===== src/inc/timer2_defs.vh =====
// constants for the sixteen-bit capture/reload timer
`ifndef TIMER2_DEFS_VH
`define TIMER2_DEFS_VH
`define OSC_PER_MCYCLE 4'hC
`define OSC_PER_STATE 4'h2
`define PHASE_FIRST 4'h0
`define PHASE_LAST 4'hB
`define PHASE_SAMPLE 4'h9
`define PHASE_JUDGE 4'hA
`define PHASE_APPLY 4'h4
`define COUNT_RESET 16'h0000
`define COUNT_ONE 16'h0001
`define COUNT_TOP 16'hFFFF
`define STATE_LAST 1'h1
`endif


===== src/rtl/timer2_capture_reload_counter.v =====
// sixteen-bit timer/counter with capture, auto-reload and baud modes
`timescale 1ns/1ps
`include "timer2_defs.vh"

module timer2_capture_reload_counter (
    input wire clk,
    input wire rst_b,
    input wire runControl,
    input wire timerOrCounterSelect,
    input wire captureReloadSelect,
    input wire externalEdgeEnable,
    input wire transmitClockSelect,
    input wire receiveClockSelect,
    input wire downCountEnableWr,
    input wire downCountEnableIn,
    input wire countInputPin,
    input wire externalTriggerPin,
    input wire countWrHigh,
    input wire countWrLow,
    input wire captureWrHigh,
    input wire captureWrLow,
    input wire [7:0] wrData,
    input wire overflowFlagClr,
    input wire externalEdgeFlagClr,
    output reg [7:0] countHighByte,
    output reg [7:0] countLowByte,
    output reg [7:0] captureHighByte,
    output reg [7:0] captureLowByte,
    output reg overflowFlag,
    output reg externalEdgeFlag,
    output reg downCountEnable,
    output wire [1:0] modeState,
    output wire irqRequest
);

localparam MODE_OFF = 2'h0;
localparam MODE_RELOAD = 2'h1;
localparam MODE_CAPTURE = 2'h2;
localparam MODE_BAUD = 2'h3;

////////////////////////////////////////////////////////////////////////////////
// shared decode and arithmetic

function [1:0] selectMode;
    input run;
    input serialClk;
    input captureSel;
    begin
        if (!run) begin
            selectMode = MODE_OFF;
        end else if (serialClk) begin
            selectMode = MODE_BAUD;
        end else if (captureSel) begin
            selectMode = MODE_CAPTURE;
        end else begin
            selectMode = MODE_RELOAD;
        end
    end
endfunction

function stepEnable;
    input [1:0] modeSel;
    input counting;
    input pinEvent;
    input stateTick;
    input cycleEnd;
    begin
        if (modeSel == MODE_OFF) begin
            stepEnable = 1'b0;
        end else if (counting) begin
            stepEnable = pinEvent;
        end else if (modeSel == MODE_BAUD) begin
            stepEnable = stateTick;
        end else begin
            stepEnable = cycleEnd;
        end
    end
endfunction

function fallingPair;
    input older;
    input newer;
    begin
        fallingPair = older & ~newer;
    end
endfunction

function [15:0] stepValue;
    input [15:0] value;
    input down;
    begin
        if (down) begin
            stepValue = value - `COUNT_ONE;
        end else begin
            stepValue = value + `COUNT_ONE;
        end
    end
endfunction

function atTop;
    input [15:0] value;
    begin
        atTop = (value == `COUNT_TOP);
    end
endfunction

function [15:0] joinBytes;
    input [7:0] high;
    input [7:0] low;
    begin
        joinBytes = {high, low};
    end
endfunction

function [7:0] highOf;
    input [15:0] value;
    begin
        highOf = value[15:8];
    end
endfunction

function [7:0] lowOf;
    input [15:0] value;
    begin
        lowOf = value[7:0];
    end
endfunction

////////////////////////////////////////////////////////////////////////////////
// mode decode and oscillator phase

reg [1:0] mode;
reg [3:0] phase_r;
reg stateTick_r;
reg countPinPrev_r;
reg countPinSample_r;
reg trigPinPrev_r;
reg trigPinSample_r;
reg countPending_r;
reg trigPending_r;
wire mcycleEnd;
wire samplePhase;
wire applyPhase;
wire [15:0] count;
wire [15:0] capture;

always @* begin
    mode = selectMode(runControl, transmitClockSelect | receiveClockSelect,
        captureReloadSelect);
end

assign modeState = mode;
assign count = joinBytes(countHighByte, countLowByte);
assign capture = joinBytes(captureHighByte, captureLowByte);
assign mcycleEnd = (phase_r == `PHASE_LAST);
assign samplePhase = (phase_r == `PHASE_SAMPLE);
assign applyPhase = (phase_r == `PHASE_APPLY);
assign irqRequest = overflowFlag | externalEdgeFlag;

always @(posedge clk or negedge rst_b) begin
    if (!rst_b) begin
        phase_r <= `PHASE_FIRST;
        stateTick_r <= 1'b0;
    end else begin
        phase_r <= mcycleEnd ? `PHASE_FIRST : phase_r + 4'h1;
        stateTick_r <= ~stateTick_r;
    end
end

////////////////////////////////////////////////////////////////////////////////
// pin sampling once per machine cycle

always @(posedge clk or negedge rst_b) begin
    if (!rst_b) begin
        countPinPrev_r <= 1'b0;
        countPinSample_r <= 1'b0;
        trigPinPrev_r <= 1'b0;
        trigPinSample_r <= 1'b0;
        countPending_r <= 1'b0;
        trigPending_r <= 1'b0;
    end else begin
        if (samplePhase) begin
            countPinSample_r <= countInputPin;
            countPinPrev_r <= countPinSample_r;
            trigPinSample_r <= externalTriggerPin;
            trigPinPrev_r <= trigPinSample_r;
        end
        // the falling pair is judged just after sampling, applied next cycle
        if (phase_r == `PHASE_JUDGE) begin
            countPending_r <= fallingPair(countPinPrev_r,
                countPinSample_r);
            trigPending_r <= fallingPair(trigPinPrev_r,
                trigPinSample_r);
        end else if (applyPhase) begin
            countPending_r <= 1'b0;
            trigPending_r <= 1'b0;
        end
    end
end

////////////////////////////////////////////////////////////////////////////////
// count, capture and flags

reg countStep;
reg countDown;
reg trigEvent;
reg [15:0] countNxt;
reg [15:0] captureNxt;
reg ovfSet;
reg edgeSet;
reg edgeToggle;

always @* begin
    countDown = (mode == MODE_RELOAD) && downCountEnable
        && !externalTriggerPin;
    trigEvent = applyPhase && trigPending_r && externalEdgeEnable;
    countStep = stepEnable(mode, timerOrCounterSelect,
        applyPhase && countPending_r, stateTick_r, mcycleEnd);
    countNxt = count;
    captureNxt = capture;
    ovfSet = 1'b0;
    edgeSet = 1'b0;
    edgeToggle = 1'b0;
    if (countStep) begin
        if (countDown) begin
            if (count == capture) begin
                countNxt = `COUNT_TOP;
                ovfSet = 1'b1;
                edgeToggle = 1'b1;
            end else begin
                countNxt = stepValue(count, 1'b1);
            end
        end else if (atTop(count)) begin
            if (mode == MODE_CAPTURE) begin
                countNxt = `COUNT_RESET;
                ovfSet = 1'b1;
            end else begin
                countNxt = capture;
                ovfSet = (mode == MODE_RELOAD);
                edgeToggle = (mode == MODE_RELOAD) && downCountEnable;
            end
        end else begin
            countNxt = stepValue(count, 1'b0);
        end
    end
    if (trigEvent && mode != MODE_OFF
        && !(mode == MODE_RELOAD && downCountEnable)) begin
        edgeSet = 1'b1;
        if (mode == MODE_CAPTURE) begin
            captureNxt = count;
        end else if (mode == MODE_RELOAD) begin
            countNxt = capture;
        end
    end
end

always @(posedge clk or negedge rst_b) begin
    if (!rst_b) begin
        countHighByte <= 8'h00;
        countLowByte <= 8'h00;
        captureHighByte <= 8'h00;
        captureLowByte <= 8'h00;
        overflowFlag <= 1'b0;
        externalEdgeFlag <= 1'b0;
        downCountEnable <= 1'b0;
    end else begin
        countHighByte <= countWrHigh ? wrData : highOf(countNxt);
        countLowByte <= countWrLow ? wrData : lowOf(countNxt);
        captureHighByte <= captureWrHigh ? wrData : highOf(captureNxt);
        captureLowByte <= captureWrLow ? wrData : lowOf(captureNxt);
        if (downCountEnableWr) begin
            downCountEnable <= downCountEnableIn;
        end
        if (ovfSet) begin
            overflowFlag <= 1'b1;
        end else if (overflowFlagClr) begin
            overflowFlag <= 1'b0;
        end
        if (edgeToggle) begin
            externalEdgeFlag <= ~externalEdgeFlag;
        end else if (edgeSet) begin
            externalEdgeFlag <= 1'b1;
        end else if (externalEdgeFlagClr) begin
            externalEdgeFlag <= 1'b0;
        end
    end
end

endmodule


===== config.mk =====
export PLATFORM = sky130hd
export DESIGN_NAME = timer2_capture_reload_counter
export DESIGN_NICKNAME = d
export VERILOG_FILES = /design/src/rtl/timer2_capture_reload_counter.v
export VERILOG_INCLUDE_DIRS = /design/src /design/src/inc
export SDC_FILE = /design/constraint.sdc
export NUM_CORES = 1
export LEC_CHECK = 0
export BUFFER_PORTS_ARGS = -buffer_cell sky130_fd_sc_hd__buf_4
export CAP_MARGIN = 15
export CORE_ASPECT_RATIO = 0.5
export CORE_MARGIN = 2
export CORE_UTILIZATION = 50
export CTS_BUF_LIST = sky130_fd_sc_hd__clkbuf_4
export CTS_CLUSTER_DIAMETER = 60
export CTS_CLUSTER_SIZE = 30
export DETAILED_ROUTE_END_ITERATION = 12
export PLACE_DENSITY = 0.74
export SETUP_SLACK_MARGIN = 0.4
export SLEW_MARGIN = 10
export SYNTH_ARGS = -nofsm -noshare
export SYNTH_HDL_FRONTEND = slang
export SYNTH_SLANG_ARGS = --single-unit

===== constraint.sdc =====
create_clock -name clk -period 5.5 [get_ports clk]
set_input_delay 0.275 -clock clk [delete_from_list [all_inputs] [get_ports clk]]
set_output_delay 0.275 -clock clk [all_outputs]
set_load 0.01 [all_outputs]

==> reports/metrics.yaml <==
logic_synthesis:
  ys_top_cells_by_count: "dfrtp_1 (46), nand2_1 (34), xor2_1 (29)"
  synth_flop_cell: "dfrtp_1"
  ys.warnings.count: 0
  avgSynthCellArea_um2: 8.675
  synth_top_cell_by_area: "dfrtp_1"
  synth_top_family_by_area: "simple AND/OR/NAND/NOR gates"
  synth_edf_count: 0
  synthMuxAreaShare_pct: 5.209
  synth_fa_ha_area_share_pct: 3.544
  synth.area.top_cells: "dfrtp_1 (33%), xor2_1 (7.2%), mux2i_1 (4.3%), o21ai_0 (3.7%), nand2_1 (3.6%)"
  synth_top_area_share_pct: 32.60
  ys_types: 59
  ys_seq_area_share_pct: 32.60
  yosys_register_bits: 46
  synthSimpleGateAreaFrac_pct: 21.69
  synth.most_common_cell: "dfrtp_1"
  postSynthCellCount: 407
  synth_compound_area_share_pct: 21.33
  synth-xor-area-share_pct: 9.887
  synthArstFlopShare_pct: 100.0
  syn_area_um2: 3531
  synth_nets: 443
worst_setup_path:
  worstSetupPathType: "in -> reg"
  worst-path-max-fanout: 17
  crit_path_start_kind: "input pin"
  cp.arrival_ns: 3.35
  required_ns: 5.80
  end_kind: "flop"
drt:
  drc: 0
  routed_wl_um: 10110
  wl_per_cell_um: 18.72
  drt_first_pass_iters: 6
  vias: 3345
  ant_nets: 0
  first_iter_violations: 455
  viasPerCell: 6.194
floorplanning:
  chipWidth_um: 122.8
  fp-row-count: 21
  die_area_um2: 7791
  ios: 64
  die_h_um: 63.42
  core_area_um2: 6753
  start_util_pct: 52.29
finish:
  syn2layout_area_growth_pct: 15.45
  final_nets: 483
  antennaDiodeCount: 0
  drive_above_1_share_pct: 19.87
  final_core_util_pct: 60.37
  fillers: 625
global_routing:
  grt_pass1_wl_um: 16530
  grt_pass1_vias: 3131
  antenna_found_initial: 0
  grt_usage_pct: 27.78
  grt_start_max_net_pins: 47
  grt_overflow: 0
cts:
  cts_root_buf: "clkbuf_4"
  clock_latency_ns: 0.39
  post_cts_buffers: 0
  cts_num_sinks: 46
  cts.path.max_buffers: 2
  tritoncts: "done"
  path_clk_slew_ns: 0.16
  numCtsBuffers: 5
  htreeDepth: 2
placed_design:
  io_buffers: 63
  dp_hpwl_um: 7140
  routabilityCongestion: 0.9489
worst_hold_path:
  holdCritPathClass: "in -> reg"
status:
  status: "finished, final reports clean"
timing:
  final_max_slew_viol_count: 0
  tightest_slew_ns: 1.048
  fin_crit_sh_pct: 55.47
  timing.fmax_mhz: 327.8
  clock_skew_ns: 0.02488
  setup_viol: 0
  rsz0062_at_grt: "no"
  max_slew_margin_pct: 29.97
  post-route-min-period_ns: 3.051
  finalHoldViolations: 0
  tns_ns: 0
power_and_ir_drop:
  leakage_nw: 1.790
  ir_worst_vdd_mv: 0.09830
  power_density_nw_per_um2: 220.2
job:
  maxCapViolCount: 0
[worst max-delay path, cell delays in order]
cell,delay [ns]
buf_4,0.11
o31ai_1,0.45
inv_1,0.16
ha_1,0.33
nor2_1,0.15
nand4_1,0.62
and2_1,0.67
a221oi_1,0.33
a21oi_1,0.07
a31o_1,0.19
[stage by stage]
stage               worst slack, ns  cells  instance area [um2]  total power, mW  hold WS (ns)
CTS                           2.554    540                 4076           0.9001       0.04106
finish                        2.449    540                 4076           0.8977       0.04793
detailed placement            2.159    531                 3984           0.6792        0.3315
floorplan                     2.920    407                 3531           0.5784      -0.02059
global route                  2.337    540                 4076           0.9517       0.03403
global placement              2.269    531                 3984           0.6763        0.3344
[layout by cell type, fill, tap and decap left out, drive strengths merged, types with 7 or more instances in the layout]
cell and count:
nor2b 13, a21oi 15, nand4 8, dfrtp 46, nor2 27, nand3 10
mux2i 15, a221oi 13, o221ai 9, o21ai 31, buf 65, inv 14
nand2 34, o22ai 7, xor2 29, ha 10, xnor2 10
[registers in the layout (all words and copies together), names as in the netlist, 4 cells and up]
signal           cells
captureHighByte      8
captureLowByte       8
countHighByte        8
countLowByte         8
phase_r              4
[power breakdown]
part	leakage, nW	switching, mW	internal, mW
Sequential	0.551	0.0775	0.365
Combinational	1.20	0.118	0.118
Clock	0.0419	0.119	0.101
Total	1.79	0.314	0.584
[repair_timing]
| action | CTS | global route |
|---|---|---|
| resized for setup | 0 | 0 |
| hold buffers | 1 | 0 |
| hold endpoints to repair | 46 | 0 |
[per-layer routing]
layer / share of wire (%) / routed length (um) / GRT usage (%) / vias up
met1: 46 / 4614 / 41.06 / 1577
met5: 0 / 0 / 0 / -
li1: - / - / - / 1573
met2: 42 / 4284 / 41.02 / 184
met3: 11 / 1084 / 6.612 / 11
met4: 1.2 / 125 / 6.034 / 0
[kinds of logic after synthesis]
kind of cell    Yosys count
simple gates            138
compound gates          109
buf+inv                  47
flops                    46
xor+xnor                 39
mux                      18
fa+ha+maj                10
[path summary, 6_finish.rpt]
check | cells past startpoint | end | slack [ns] | from
worst max-delay path | 10 | countHighByte[7] | 2.45 | receiveClockSelect
worst min-delay path | 2 | overflowFlag | 0.05 | overflowFlagClr
worst max register to register | 8 | countHighByte[7] | 2.58 | phase_r[0]
worst min register to register | 1 | stateTick_r | 0.44 | stateTick_r
max in group asynchronous | 2 | countLowByte[0] | 4.64 | rst_b
min in group asynchronous | 2 | overflowFlag | 0.42 | rst_b
[final cells by class]
| cell class | instances | area (um2) | area share [%] |
|---|---|---|---|
| clock inverters | 2 | 37.54 | 0.9208 |
| flip-flops and latches | 46 | 1151 | 28.24 |
| repair buffers | 66 | 498.0 | 12.22 |
| well taps | 92 | 115.1 | 2.824 |
| multi-input cells | 314 | 2177 | 53.41 |
| clock buffers | 6 | 45.04 | 1.105 |
| inverters | 14 | 52.55 | 1.289 |
No activity file was read; power rests on OpenSTA's default activity.
